File: config.mk
export PLATFORM = sky130hd
export DESIGN_NAME = audio_dac_mode_register_bank
export DESIGN_NICKNAME = d
export VERILOG_FILES = /design/src/core/dac_mode_pkg.sv /design/src/core/ctl_serial_port.sv /design/src/core/level_apply.sv /design/src/core/audio_dac_mode_register_bank.sv
export SDC_FILE = /design/constraint.sdc
export NUM_CORES = 1
export LEC_CHECK = 0
export ABC_AREA = 1
export BUFFER_PORTS_ARGS = -buffer_cell sky130_fd_sc_hd__buf_2
export CORE_ASPECT_RATIO = 2
export CORE_MARGIN = 2
export CORE_UTILIZATION = 42
export CTS_BUF_LIST = sky130_fd_sc_hd__clkbuf_4
export DETAILED_ROUTE_END_ITERATION = 12
export GPL_ROUTABILITY_DRIVEN = 0
export HOLD_SLACK_MARGIN = 0.08
export PLACE_DENSITY = 0.7
export RECOVER_POWER = 50
export SYNTH_ARGS = -nofsm -noshare
export SYNTH_HDL_FRONTEND = slang
export SYNTH_SLANG_ARGS = --single-unit
File: constraint.sdc
create_clock -name i_core_clk -period 5.21 [get_ports i_core_clk]
set_clock_uncertainty 0.05 [all_clocks]
set_input_delay 1.042 -clock i_core_clk [delete_from_list [all_inputs] [get_ports i_core_clk]]
set_output_delay 1.042 -clock i_core_clk [all_outputs]
set_load 0.005 [all_outputs]
File: src/core/dac_mode_pkg.sv
// Constants shared by the audio DAC mode register bank
package dac_mode_pkg;

    // ********************************************
    // Control word layout
    // ********************************************
    localparam int unsigned WORD_BITS     = 16;
    localparam int unsigned RW_BIT        = 15;
    localparam int unsigned INDEX_MSB     = 14;
    localparam int unsigned INDEX_LSB     = 8;
    localparam logic [4:0]  CMD_DONE_CNT  = 5'h08;
    localparam logic [4:0]  WORD_DONE_CNT = 5'h10;
    localparam int unsigned SYNC_STAGES   = 3;

    // ********************************************
    // Register indices
    // ********************************************
    localparam logic [6:0] IDX_LEFT_LEVEL  = 7'h10;
    localparam logic [6:0] IDX_RIGHT_LEVEL = 7'h11;
    localparam logic [6:0] IDX_FORMAT_CTRL = 7'h12;
    localparam logic [6:0] IDX_FILTER_CLK  = 7'h13;
    localparam logic [6:0] IDX_RESET_SINGLE_CHANNEL_MODE  = 7'h14;
    localparam logic [6:0] IDX_ZERO_FLAGS  = 7'h15;

    // ********************************************
    // Field positions
    // ********************************************
    localparam int unsigned B18_MUTE     = 0;
    localparam int unsigned B18_DEEMPH   = 1;
    localparam int unsigned B18_DMF_LSB  = 2;
    localparam int unsigned B18_FMT_LSB  = 4;
    localparam int unsigned B18_LOAD     = 7;
    localparam int unsigned B19_ZMUTE    = 0;
    localparam int unsigned B19_ROLLOFF  = 1;
    localparam int unsigned B19_CLKDIS   = 2;
    localparam int unsigned B19_CLKHALF  = 3;
    localparam int unsigned B19_DACOFF   = 4;
    localparam int unsigned B19_ATS_LSB  = 5;
    localparam int unsigned B19_PHASE    = 7;
    localparam int unsigned B20_OS_LSB   = 0;
    localparam int unsigned B20_CHSRC    = 2;
    localparam int unsigned B20_SINGLE_CHANNEL_MODE     = 3;
    localparam int unsigned B20_BYPASS   = 4;
    localparam int unsigned B20_SETTINGS_SOFT_RESET     = 5;
    localparam int unsigned B20_SYSTEM_SOFT_RESET     = 6;
    localparam int unsigned B20_ORDER    = 7;

    // ********************************************
    // Reset values and level decode
    // ********************************************
    localparam logic [7:0] RST_LEVEL     = 8'hff;
    localparam logic [7:0] RST_REG18     = 8'h00;
    localparam logic [7:0] RST_REG19     = 8'h00;
    localparam logic [7:0] RST_REG20     = 8'h00;
    localparam logic [7:0] LEVEL_MAX     = 8'hff;
    localparam logic [7:0] LEVEL_MUTE_LT = 8'h0f;

endpackage : dac_mode_pkg

File: src/core/ctl_serial_port.sv
// Four-wire serial control port: pin synchronisers, word framing, readback shifter
`timescale 1ns/100ps
`default_nettype none
module ctl_serial_port
    import dac_mode_pkg::*;
(
    input  wire logic       i_core_clk,
    input  wire logic       i_rst,
    input  wire logic       i_ctl_sel_n,
    input  wire logic       i_ctl_clk,
    input  wire logic       i_ctl_din,
    input  wire logic [7:0] i_rd_data,
    output logic      [6:0] o_index,
    output logic            o_wr_stb,
    output logic      [7:0] o_wr_data,
    output logic            o_ctl_dout,
    output logic            o_ctl_dout_oe
);

    // ********************************************
    // Pin synchronisers
    // ********************************************
    logic [2:0] pin_raw;
    logic       pin_q [3];
    assign pin_raw = {i_ctl_sel_n, i_ctl_clk, i_ctl_din};

    genvar g;
    generate
        for (g = 0; g < 3; g++) begin : g_sync
            logic [SYNC_STAGES-1:0] s_q;
            always_ff @(posedge i_core_clk or posedge i_rst) begin
                if (i_rst) begin
                    s_q     <= '0;
                    pin_q[g] <= (g == 2) ? 1'b1 : 1'b0;
                end else begin
                    s_q <= {s_q[SYNC_STAGES-2:0], pin_raw[g]};
                    // Change accepted only once stages two and three agree
                    if (s_q[1] == s_q[2]) begin
                        pin_q[g] <= s_q[2];
                    end
                end
            end
        end
    endgenerate

    logic sel_n;
    logic sclk;
    logic din;
    logic sclk_prev_q;
    logic rise;
    logic fall;
    assign sel_n = pin_q[2];
    assign sclk  = pin_q[1];
    assign din   = pin_q[0];
    assign rise  = sclk & ~sclk_prev_q & ~sel_n;
    assign fall  = ~sclk & sclk_prev_q & ~sel_n;

    always_ff @(posedge i_core_clk or posedge i_rst) begin
        if (i_rst) begin
            sclk_prev_q <= 1'b0;
        end else begin
            sclk_prev_q <= sclk;
        end
    end

    // ********************************************
    // Word framing
    // ********************************************
    logic [4:0] cnt_q;
    logic [6:0] shift_q;
    logic [7:0] cmd_q;

    always_ff @(posedge i_core_clk or posedge i_rst) begin
        if (i_rst) begin
            cnt_q   <= '0;
            shift_q <= '0;
            cmd_q   <= '0;
        end else if (sel_n) begin
            cnt_q <= '0;
        end else if (rise && cnt_q != WORD_DONE_CNT) begin
            cnt_q   <= cnt_q + 5'h01;
            shift_q <= {shift_q[5:0], din};
            if (cnt_q == CMD_DONE_CNT - 5'h01) begin
                cmd_q <= {shift_q, din};
            end
        end
    end

    assign o_index = cmd_q[INDEX_MSB-INDEX_LSB:0];

    always_ff @(posedge i_core_clk or posedge i_rst) begin
        if (i_rst) begin
            o_wr_stb  <= 1'b0;
            o_wr_data <= '0;
        end else begin
            o_wr_stb <= rise && cnt_q == WORD_DONE_CNT - 5'h01
                        && !cmd_q[RW_BIT-INDEX_LSB];
            if (rise && cnt_q == WORD_DONE_CNT - 5'h01) begin
                o_wr_data <= {shift_q, din};
            end
        end
    end

    // ********************************************
    // Readback shifter
    // ********************************************
    logic [7:0] out_q;
    logic       out_en_q;

    // Data is shifted on the falling edge so it is settled for the host's rise
    always_ff @(posedge i_core_clk or posedge i_rst) begin
        if (i_rst) begin
            out_q    <= '0;
            out_en_q <= 1'b0;
        end else if (sel_n) begin
            out_en_q <= 1'b0;
        end else if (fall && cmd_q[RW_BIT-INDEX_LSB]) begin
            if (cnt_q == CMD_DONE_CNT) begin
                out_q    <= i_rd_data;
                out_en_q <= 1'b1;
            end else if (cnt_q > CMD_DONE_CNT) begin
                out_q <= {out_q[6:0], 1'b0};
            end
        end
    end

    assign o_ctl_dout    = out_q[7];
    assign o_ctl_dout_oe = out_en_q;
endmodule : ctl_serial_port
`default_nettype wire

File: src/core/level_apply.sv
// Applied attenuation levels per channel with load gating and mute decode
`timescale 1ns/100ps
`default_nettype none
module level_apply
    import dac_mode_pkg::*;
(
    input  wire logic       i_core_clk,
    input  wire logic       i_rst,
    input  wire logic       i_defaults,
    input  wire logic       i_load_enable,
    input  wire logic [1:0] i_level_stb,
    input  wire logic [7:0] i_level,
    output logic      [7:0] o_left_applied,
    output logic      [7:0] o_right_applied,
    output logic      [7:0] o_left_atten,
    output logic      [7:0] o_right_atten,
    output logic            o_left_mute,
    output logic            o_right_mute
);

    logic [7:0] applied [2];
    logic [7:0] atten   [2];
    logic       mute    [2];

    genvar g;
    generate
        for (g = 0; g < 2; g++) begin : g_chan
            always_ff @(posedge i_core_clk or posedge i_rst) begin
                if (i_rst) begin
                    applied[g] <= RST_LEVEL;
                end else if (i_defaults) begin
                    applied[g] <= RST_LEVEL;
                // Old level stays in force while loading is off
                end else if (i_level_stb[g] && i_load_enable) begin
                    applied[g] <= i_level;
                end
            end
            always_ff @(posedge i_core_clk or posedge i_rst) begin
                if (i_rst) begin
                    atten[g] <= '0;
                    mute[g]  <= 1'b0;
                end else begin
                    // Half-dB steps below full scale; low codes are mute
                    atten[g] <= LEVEL_MAX - applied[g];
                    mute[g]  <= applied[g] < LEVEL_MUTE_LT;
                end
            end
        end
    endgenerate

    assign o_left_applied  = applied[0];
    assign o_right_applied = applied[1];
    assign o_left_atten    = atten[0];
    assign o_right_atten   = atten[1];
    assign o_left_mute     = mute[0];
    assign o_right_mute    = mute[1];

endmodule : level_apply
`default_nettype wire

File: src/core/audio_dac_mode_register_bank.sv
// Mode control register bank of a stereo audio DAC behind a serial control port
`timescale 1ns/100ps
`default_nettype none

// Contract
// - Word bit 15 set means readback, clear means write.
// - Bits 14..8 carry the register index; 16 to 21 select mode registers.
// - All mode registers are reached only through the serial control port.
// - Register 16 holds the left level; reset gives no attenuation.
// - Register 17 holds the right level independently.
// - Levels span 0 to -120 dB in half-dB steps.
// - Register 19 bit 0 mutes both outputs on all-zero input; off at reset.
// - Register 18 format field picks input format; default 16-bit right-justified.
// - Register 18 de-emphasis enable and rate field; disabled at reset.
// - Register 19 roll-off bit picks sharp or slow; sharp by default.
// - Register 19 bit disables clock output pin; enabled after reset.
// - Register 19 bit halves clock output rate; full rate after reset.
// - Register 20 reset bit returns all mode registers to defaults.
// - Register 20 bit bypasses the internal filter; filter on by default.
// - Register 20 field picks modulator rate 64, 128 or 32; default 64.
// - Register 20 holds single_channel_mode select and single_channel_mode source; stereo and left default.
// - Read-only register 21 bit 0 left, bit 1 right zero flags.
// - Register 21 upper six bits are factory bits without user function.
// - Codes 15..255 attenuate by half dB per step below 255; 0..14 mute.
// - Level writes take effect only while the load bit is set.
// - Format codes 000..101 defined; 110 and 111 reserved.
module audio_dac_mode_register_bank
    import dac_mode_pkg::*;
(
    input  wire logic       i_core_clk,
    input  wire logic       i_rst,
    input  wire logic       i_ctl_sel_n,
    input  wire logic       i_ctl_clk,
    input  wire logic       i_ctl_din,
    output logic            o_ctl_dout,
    output logic            o_ctl_dout_oe,
    input  wire logic       i_left_zero_flag,
    input  wire logic       i_right_zero_flag,
    output logic      [7:0] o_left_level,
    output logic      [7:0] o_right_level,
    output logic      [7:0] o_left_atten,
    output logic      [7:0] o_right_atten,
    output logic            o_left_mute,
    output logic            o_right_mute,
    output logic            o_soft_mute,
    output logic      [1:0] o_fade_speed,
    output logic            o_zero_mute_active,
    output logic      [2:0] o_input_format_sel,
    output logic            o_format_reserved,
    output logic            o_deemph_enable,
    output logic      [1:0] o_deemph_rate_sel,
    output logic            o_rolloff_sel,
    output logic            o_phase_invert,
    output logic            o_dac_disable,
    output logic            o_clkout_disable,
    output logic            o_clkout_halve,
    output logic            o_system_soft_reset,
    output logic            o_filter_bypass,
    output logic      [1:0] o_modulator_rate_sel,
    output logic            o_modulator_order_sel,
    output logic            o_single_channel_mode,
    output logic            o_single_channel_source
);

    // ********************************************
    // Serial control port
    // ********************************************
    logic [6:0] index;
    logic       wr_stb;
    logic [7:0] wr_data;
    logic [7:0] rd_data;

    ctl_serial_port u_port (
        .i_core_clk    (i_core_clk),
        .i_rst         (i_rst),
        .i_ctl_sel_n   (i_ctl_sel_n),
        .i_ctl_clk     (i_ctl_clk),
        .i_ctl_din     (i_ctl_din),
        .i_rd_data     (rd_data),
        .o_index       (index),
        .o_wr_stb      (wr_stb),
        .o_wr_data     (wr_data),
        .o_ctl_dout    (o_ctl_dout),
        .o_ctl_dout_oe (o_ctl_dout_oe)
    );

    // ********************************************
    // Write decode
    // ********************************************
    logic wr_ok;
    logic defaults_load;

    // Register 21 and unknown indices fall outside this range
    assign wr_ok = wr_stb && index >= IDX_LEFT_LEVEL && index <= IDX_RESET_SINGLE_CHANNEL_MODE;
    assign defaults_load = wr_ok && index == IDX_RESET_SINGLE_CHANNEL_MODE && wr_data[B20_SETTINGS_SOFT_RESET];

    logic [7:0] left_q;
    logic [7:0] right_q;
    logic [7:0] reg18_q;
    logic [7:0] reg19_q;
    logic [7:0] reg20_q;

    always_ff @(posedge i_core_clk or posedge i_rst) begin
        if (i_rst) begin
            left_q <= RST_LEVEL;
        end else if (defaults_load) begin
            left_q <= RST_LEVEL;
        end else if (wr_ok && index == IDX_LEFT_LEVEL) begin
            left_q <= wr_data;
        end
    end

    always_ff @(posedge i_core_clk or posedge i_rst) begin
        if (i_rst) begin
            right_q <= RST_LEVEL;
        end else if (defaults_load) begin
            right_q <= RST_LEVEL;
        end else if (wr_ok && index == IDX_RIGHT_LEVEL) begin
            right_q <= wr_data;
        end
    end

    always_ff @(posedge i_core_clk or posedge i_rst) begin
        if (i_rst) begin
            reg18_q <= RST_REG18;
        end else if (defaults_load) begin
            reg18_q <= RST_REG18;
        end else if (wr_ok && index == IDX_FORMAT_CTRL) begin
            reg18_q <= wr_data;
        end
    end

    always_ff @(posedge i_core_clk or posedge i_rst) begin
        if (i_rst) begin
            reg19_q <= RST_REG19;
        end else if (defaults_load) begin
            reg19_q <= RST_REG19;
        end else if (wr_ok && index == IDX_FILTER_CLK) begin
            reg19_q <= wr_data;
        end
    end

    // Reset bit clears itself with the rest, so normal operation follows
    always_ff @(posedge i_core_clk or posedge i_rst) begin
        if (i_rst) begin
            reg20_q <= RST_REG20;
        end else if (defaults_load) begin
            reg20_q <= RST_REG20;
        end else if (wr_ok && index == IDX_RESET_SINGLE_CHANNEL_MODE) begin
            reg20_q <= wr_data;
        end
    end

    // ********************************************
    // Readback mux
    // ********************************************
    always_comb begin
        rd_data = '0;
        unique case (index)
            IDX_LEFT_LEVEL:  rd_data = left_q;
            IDX_RIGHT_LEVEL: rd_data = right_q;
            IDX_FORMAT_CTRL: rd_data = reg18_q;
            IDX_FILTER_CLK:  rd_data = reg19_q;
            IDX_RESET_SINGLE_CHANNEL_MODE:  rd_data = reg20_q;
            // Factory bits read as zero
            IDX_ZERO_FLAGS:  rd_data = {6'h00, i_right_zero_flag, i_left_zero_flag};
            default:         rd_data = '0;
        endcase
    end

    // ********************************************
    // Applied levels
    // ********************************************
    logic [1:0] level_stb;
    assign level_stb = {wr_ok && index == IDX_RIGHT_LEVEL, wr_ok && index == IDX_LEFT_LEVEL};

    level_apply u_level (
        .i_core_clk      (i_core_clk),
        .i_rst           (i_rst),
        .i_defaults      (defaults_load),
        .i_load_enable   (reg18_q[B18_LOAD]),
        .i_level_stb     (level_stb),
        .i_level         (wr_data),
        .o_left_applied  (o_left_level),
        .o_right_applied (o_right_level),
        .o_left_atten    (o_left_atten),
        .o_right_atten   (o_right_atten),
        .o_left_mute     (o_left_mute),
        .o_right_mute    (o_right_mute)
    );

    // ********************************************
    // Control outputs
    // ********************************************
    logic zero_mute_q;

    // Zero flags come from datapath logic on this clock, so no synchroniser
    always_ff @(posedge i_core_clk or posedge i_rst) begin
        if (i_rst) begin
            zero_mute_q <= 1'b0;
        end else begin
            zero_mute_q <= reg19_q[B19_ZMUTE] && i_left_zero_flag && i_right_zero_flag;
        end
    end

    assign o_zero_mute_active      = zero_mute_q;
    assign o_soft_mute             = reg18_q[B18_MUTE];
    assign o_deemph_enable         = reg18_q[B18_DEEMPH];
    assign o_deemph_rate_sel       = reg18_q[B18_DMF_LSB +: 2];
    assign o_input_format_sel      = reg18_q[B18_FMT_LSB +: 3];
    assign o_format_reserved       = reg18_q[B18_FMT_LSB + 2] && reg18_q[B18_FMT_LSB + 1];
    assign o_rolloff_sel           = reg19_q[B19_ROLLOFF];
    assign o_clkout_disable        = reg19_q[B19_CLKDIS];
    assign o_clkout_halve          = reg19_q[B19_CLKHALF];
    assign o_dac_disable           = reg19_q[B19_DACOFF];
    assign o_fade_speed            = reg19_q[B19_ATS_LSB +: 2];
    assign o_phase_invert          = reg19_q[B19_PHASE];
    assign o_modulator_rate_sel    = reg20_q[B20_OS_LSB +: 2];
    assign o_single_channel_source = reg20_q[B20_CHSRC];
    assign o_single_channel_mode   = reg20_q[B20_SINGLE_CHANNEL_MODE];
    assign o_filter_bypass         = reg20_q[B20_BYPASS];
    assign o_system_soft_reset     = reg20_q[B20_SYSTEM_SOFT_RESET];
    assign o_modulator_order_sel   = reg20_q[B20_ORDER];
endmodule : audio_dac_mode_register_bank
`default_nettype wire

==> results.toml, run 1 <==
[job]
max_cap_viol_count = 1

[route]
firstDrtPassIters = 5
avgViaCountPerCell = 5.15
via_count = 4122
wl_met2_um = 6480
drt_wl_total_um = 12500
wl_met1_um = 4420
drtIter0Drc = 366
route.detailed.drc = 0
wl_per_cell_um = 15.7
ant_nets = 0
top_layer = "met4"
wl_met3_um = 527

[timing]
period_minus_slack_ns = 3.18
slew_violations = 39
grt_setup_unrepaired = "no"
max_slew_margin_pct = -27.5
clock.fmax_ghz = 0.315
hold_viol = 0
hold_slack_ns = 0.312
worst_pin_slew_ns = 1.91
final.period_utilization_pct = 61.0
setup_viol = 0
tns_ns = 0

[setup_path]
crit_chain = "clkbuf_1 > inv_4 > clkbuf_1"
startpoint = "i_rst"
cp-end-kind = "asynchronous set/reset pin"
crit_path_top_delay_cell = "clkbuf_1"
cp.required_ns = 5.44
path_delay_family = "buffers and inverters"
critPathKind = "in -> async"
ff2ff_path_depth = 6
cpPeakStageDelay_ns = 1.45
worst-path-stages = 3
crit_end = "u_level.o_right_atten[6]"
crit_top_cell = "clkbuf_1"
ff2ff_setup_slack_ns = 2.51
cp-start-kind = "primary input"
cp_max_fo = 89
crit_arrival_ns = 3.40
worst_r2r_endpoint = "u_port.out_q[6]"
critical_path_buf_inv_count = 3
r2r-start = "u_port.cnt_q[0]"

[layout]
utilization_pct = 47.9
nNetsFinal = 646
final_common_cell = "nand2_1"
nFillCells = 1234
areaGrowthSynthToFinish_pct = 12.8
final_area_um2 = 5980
drive_above_1_share_pct = 19.7
mostFrequentLayoutCells = "141 x nand2_1, 93 x dfrtp_1, 80 x inv_1"
largest_reg_flops = 9
top_register = "u_port.g_sync.s_q"

[floorplan]
die_x_um = 83.5
design.core.area_um2 = 12500
num_io_pins = 66
dieArea_um2 = 13600
num_rows = 58
chipHeight_um = 163
initial_utilization_pct = 42.5

[placement]
place_area_um2 = 5710
hpwl_um = 9260
io_buffers = 65

[synth]
yosysUniqueCellTypes = 30
synth_fp_nets = 580
syn_area_um2 = 5310
synth_warnings = 0
synth_top_area_share_pct = 43.9
avgSynthCellArea_um2 = 9.31
yosys.area.top_type = "dfrtp_1"
yosysSeqAreaShare_pct = 60.2
synth_seq_cells = 126
netlist_instances = 570
synth.area.top_cells = "dfrtp_1 44%, dfstp_2 16%, nand2_1 10%, o21ai_0 7.2%, inv_1 5.7%"

[global_route]
grt_pass1_wl_um = 20600
grt_max_degree = 90
antenna_found_initial = 1
grt-ovfl-total = 0
grt_pass1_vias = 4272
grt_use_total_pct = 19.6

[clocking]
htree_levels = 4
ctsLongestPathBuffers = 2
tritoncts_num_sinks = 126
ctsResizeCount = 0
cts_buffers = 17
cts.reportedPaths.clkPinSlew_ns = 0.11
clkLatencyLatePin_ns = 0.53
postCtsSetupRepairBufs = 0
ctsHoldBuffers = 0
cts_tree = "built"
clockRootBuffer = "clkbuf_4"

[status]
violations = "max-capacitance violations, max-slew violations"
outcome = "finished, violations left"

[power]
power.density_nw_per_um2 = 299
p_leak_nw = 2.80
ir_worst_vdd_mv = 0.204

[worst_hold_path]
min_path_type = "reg -> reg"
holdCritStartpoint = "u_port.g_sync[0].s_q[0]"
## metrics by stage
step / std cells / total power [mW] / worst slack, ns
final: 800 / 1.79 / 2.03
after global routing: 800 / 1.87 / 1.50
after CTS: 799 / 1.82 / 2.81
after detailed placement: 767 / 1.13 / 2.64
after global placement: 767 / 1.13 / 2.71
after floorplan: 570 / 1.10 / 0.817
## worst register-to-register path, stage by stage, from the launching register on
cell	delay (ns)
dfrtp_1	0.42
inv_1	0.10
ha_1	0.18
nand4_1	0.38
nor3_1	0.77
o21ai_0	0.45
a21boi_0	0.26
## final cells by class
cell class              instances  area, µm²  area share [%]
clock buffers                  17        128            2.13
flip-flops and latches        126       3190            53.4
clock inverters                15        161            2.70
diodes                          1       2.50          0.0418
well taps                     150        188            3.14
repair buffers                 67        330            5.52
multi-input cells             341       1670            27.8
inverters                      83        314            5.25
## power by group
part	internal, mW	leakage [nW]	switching (mW)
Clock	0.291	0.147	0.388
Combinational	0.0223	1.15	0.0602
Sequential	1.01	1.50	0.0180
## routing by layer
layer,GRT usage (%),up-vias
met5,0,-
met4,17.4,0
met3,4.00,56
met2,34.6,141
met1,19.1,1967
li1,-,1958
## Yosys cell counts
| cell type | count |
|---|---|
| buf_6 | 2 |
| buf_4 | 6 |
| nand2_4 | 2 |
| inv_1 | 81 |
| nand2_8 | 1 |
| nor2_1 | 15 |
| nor2_4 | 4 |
| maj3_1 | 3 |
| a41oi_1 | 2 |
| and3_1 | 1 |
| a21boi_0 | 6 |
| nand4_1 | 3 |
| inv_2 | 2 |
| dfrtp_1 | 93 |
| dfstp_2 | 33 |
| o21ai_0 | 76 |
| nor3_1 | 2 |
| ha_1 | 3 |
| buf_2 | 7 |
| nor3_2 | 1 |
| nand3_1 | 50 |
| nand2_2 | 2 |
| nand4_2 | 1 |
| a21oi_1 | 11 |
| o22ai_1 | 14 |
| nor2_2 | 1 |
| xnor2_1 | 1 |
| o21ai_4 | 1 |
| clkbuf_1 | 5 |
| nand2_1 | 141 |
## cell families (layout without fill, tap and decap cells)
| group | after synthesis | after routing | share of synthesized area, % |
|---|---|---|---|
| DFF | 126 | 126 | 60.2 |
| xor gates and xnor gates | 1 | 1 | 0.165 |
| adders and majority gates | 6 | 6 | 1.27 |
| and+or+nand+nor | 224 | 224 | 18.8 |
| AOI/OAI and AO/OA | 110 | 110 | 11.3 |
| other | 0 | 1 | 0 |
| buffers and inverters | 103 | 182 | 8.16 |
## how the worst min path moves through the flow
stage | end | slack, ns | depth (start not counted)
2_1_floorplan | u_port.g_sync[0].s_q[1] | 0.28 | 0
3_3_place_gp | u_port.g_sync[0].s_q[1] | 0.29 | 0
3_5_place_dp | u_port.g_sync[0].s_q[1] | 0.29 | 0
4_1_cts | u_port.g_sync[0].s_q[1] | 0.31 | 0
5_1_grt | u_port.g_sync[0].s_q[1] | 0.33 | 0
6_report | u_port.g_sync[0].s_q[1] | 0.31 | 0
Power figures use the tool's default switching activity.
==> run 2, diff against run 1 <==
- clock period: 5.21 -> 3.2 ns (I/O delays scaled with it)
==> run 2 against run 1 <==
  * The flow now finishes without violations
  * Total power increased by 62%
  * Global-route usage fell by 0.53 points
  * Sequential cell count unchanged
  * Combinational power up 63%
  * Non-clock buffer count grew 1
  * Critical path depth rose by 7
  * Cell count increased by 0.13%
  * Sequential share of layout area fell by 0.28 points
  * First-iteration DRC count shrank 20%
  * Via count is 0.24% higher
  * Clock-buffer cell count increased by 2
  * Register-to-register slack lost 1.7 ns
  * Largest cell class unchanged
  * Largest power group unchanged
==> results.toml, run 2 (same netlist as run 1, synthesis figures left out) <==
[setup_path]
crit_arrival_ns = 2.83
ff2ff_path_depth = 10
ff2ff_setup_slack_ns = 0.78
r2r-start = "u_port.cmd_q[3]"
startpoint = "u_port.cmd_q[3]"
cp-start-kind = "register"
cp.required_ns = 3.61
cp-end-kind = "register"
cp_max_fo = 24
critPathKind = "reg -> reg"

[worst_hold_path]
holdCritStartpoint = "i_ctl_clk"
min_path_type = "in -> reg"
hold_path_depth = 1

[layout]
multiInputGateArea_um2 = 1680
areaGrowthSynthToFinish_pct = 13.4
nFillCells = 1207
drive_above_1_share_pct = 20.9
largest_reg_flops = 9
mostFrequentLayoutCells = "141 x nand2_1, 93 x dfrtp_1, 80 x inv_1"
final_common_cell = "nand2_1"
nNetsFinal = 647
fin_cells = 801
seq_area_um2 = 3190
top_register = "u_port.g_sync.s_q"

[clocking]
htree_levels = 4
ctsResizeCount = 0
ctsHoldBuffers = 0
postCtsSetupRepairBufs = 0
tritoncts_num_sinks = 126
cts_tree = "built"
clkLatencyLatePin_ns = 0.55
ctsLongestPathBuffers = 2
clockRootBuffer = "clkbuf_4"
cts_buffers = 17
cts.reportedPaths.clkPinSlew_ns = 0.13

[timing]
setup_viol = 0
clock.fmax_ghz = 0.414
grt_setup_unrepaired = "no"
hold_viol = 0
period_minus_slack_ns = 2.42
final.period_utilization_pct = 75.5
worst_pin_slew_ns = 1.48
max_slew_margin_pct = 1.22
slew_violations = 0
tns_ns = 0

[route]
via_count = 4132
firstDrtPassIters = 5
drt_wl_total_um = 12400
avgViaCountPerCell = 5.16
top_layer = "met4"
wl_met3_um = 627
wl_met1_um = 4580
drtIter0Drc = 294
ant_nets = 0
wl_per_cell_um = 15.5
wl_met2_um = 6100
route.detailed.drc = 0

[placement]
place_inst = 768
hpwl_um = 9110
io_buffers = 65

[global_route]
grt_max_degree = 66
antenna_found_initial = 1
grt_use_total_pct = 19.1
grt_pass1_wl_um = 20000
grt-ovfl-total = 0
grt_pass1_vias = 4140

[floorplan]
num_io_pins = 66
die_x_um = 83.5
design.core.area_um2 = 12500
initial_utilization_pct = 42.5
dieArea_um2 = 13600
num_rows = 58
chipHeight_um = 163

[power]
ir_worst_vdd_mv = 0.330
clockPowerShare_pct = 37.6
seqPwrFrac_pct = 57.8
p_leak_nw = 2.83
p_int_mw = 2.17
power.density_nw_per_um2 = 482
p_switching_mw = 0.730
combPwrFrac_pct = 4.7
switching_share_pct = 25.2

[job]
max_cap_viol_count = 0

[status]
outcome = "finished clean"
## run 2: worst paths after layout
| check | end |
|---|---|
| worst min register to register | u_port.g_sync[0].s_q[1] |
| worst max-delay path | u_level.o_right_applied[5] |
| worst min-delay path | u_port.g_sync[1].s_q[0] |
| worst max register to register | u_level.o_right_applied[5] |
| max in group asynchronous | u_level.o_right_atten[5] |
| min in group asynchronous | reg20_q[6] |
## run 2: final cells by class
cell class,count,share of cell area [%]
Sequential cell,126,53.1
Multi-Input combinational cell,341,27.9
Timing Repair Buffer,68,5.93
Inverter,83,5.20
Tap cell,150,3.12
Clock buffer,19,2.37
Clock inverter,13,2.35
Antenna cell,1,0.0416
## run 2: metrics by stage
| stage | total power, mW | setup WS (ns) | hold slack, ns | utilization [%] | cell area, µm² |
|---|---|---|---|---|---|
| floorplan | 1.80 | 0.984 | 0.281 | - | 5310 |
| global placement | 1.84 | 0.955 | 0.284 | 46.0 | 5740 |
| detailed placement | 1.85 | 0.851 | 0.288 | 46.0 | 5740 |
| CTS | 2.94 | 0.813 | 0.101 | 48.2 | 6020 |
| global route | 3.04 | 0.281 | 0.0821 | 48.2 | 6020 |
| finish | 2.90 | 0.785 | 0.130 | 48.2 | 6020 |
## run 2: per-layer routing
metal	vias up	GRT usage (%)
met5	-	0
met4	0	17.3
met3	56	4.76
met2	150	31.4
met1	1963	19.8
li1	1963	-
## run 2: power by group through the flow
stage               Combinational (mW)  Sequential (mW)  Clock, mW
floorplan                       0.0998             1.70          0
global placement                 0.132             1.70          0
detailed placement               0.140             1.71          0
CTS                              0.142             1.68       1.12
global route                     0.162             1.68       1.20
finish                           0.135             1.68       1.09
## run 2: worst max-delay path, stage by stage, from the launching register on
cell     delay, ns
dfrtp_1       0.43
inv_1         0.08
nand2_1       0.05
nor2_1        0.55
nand2_1       0.20
nor2_4        0.17
nand2_4       0.20
nand2_1       0.35
nand2_1       0.12
nand2_1       0.07
nand2_1       0.05
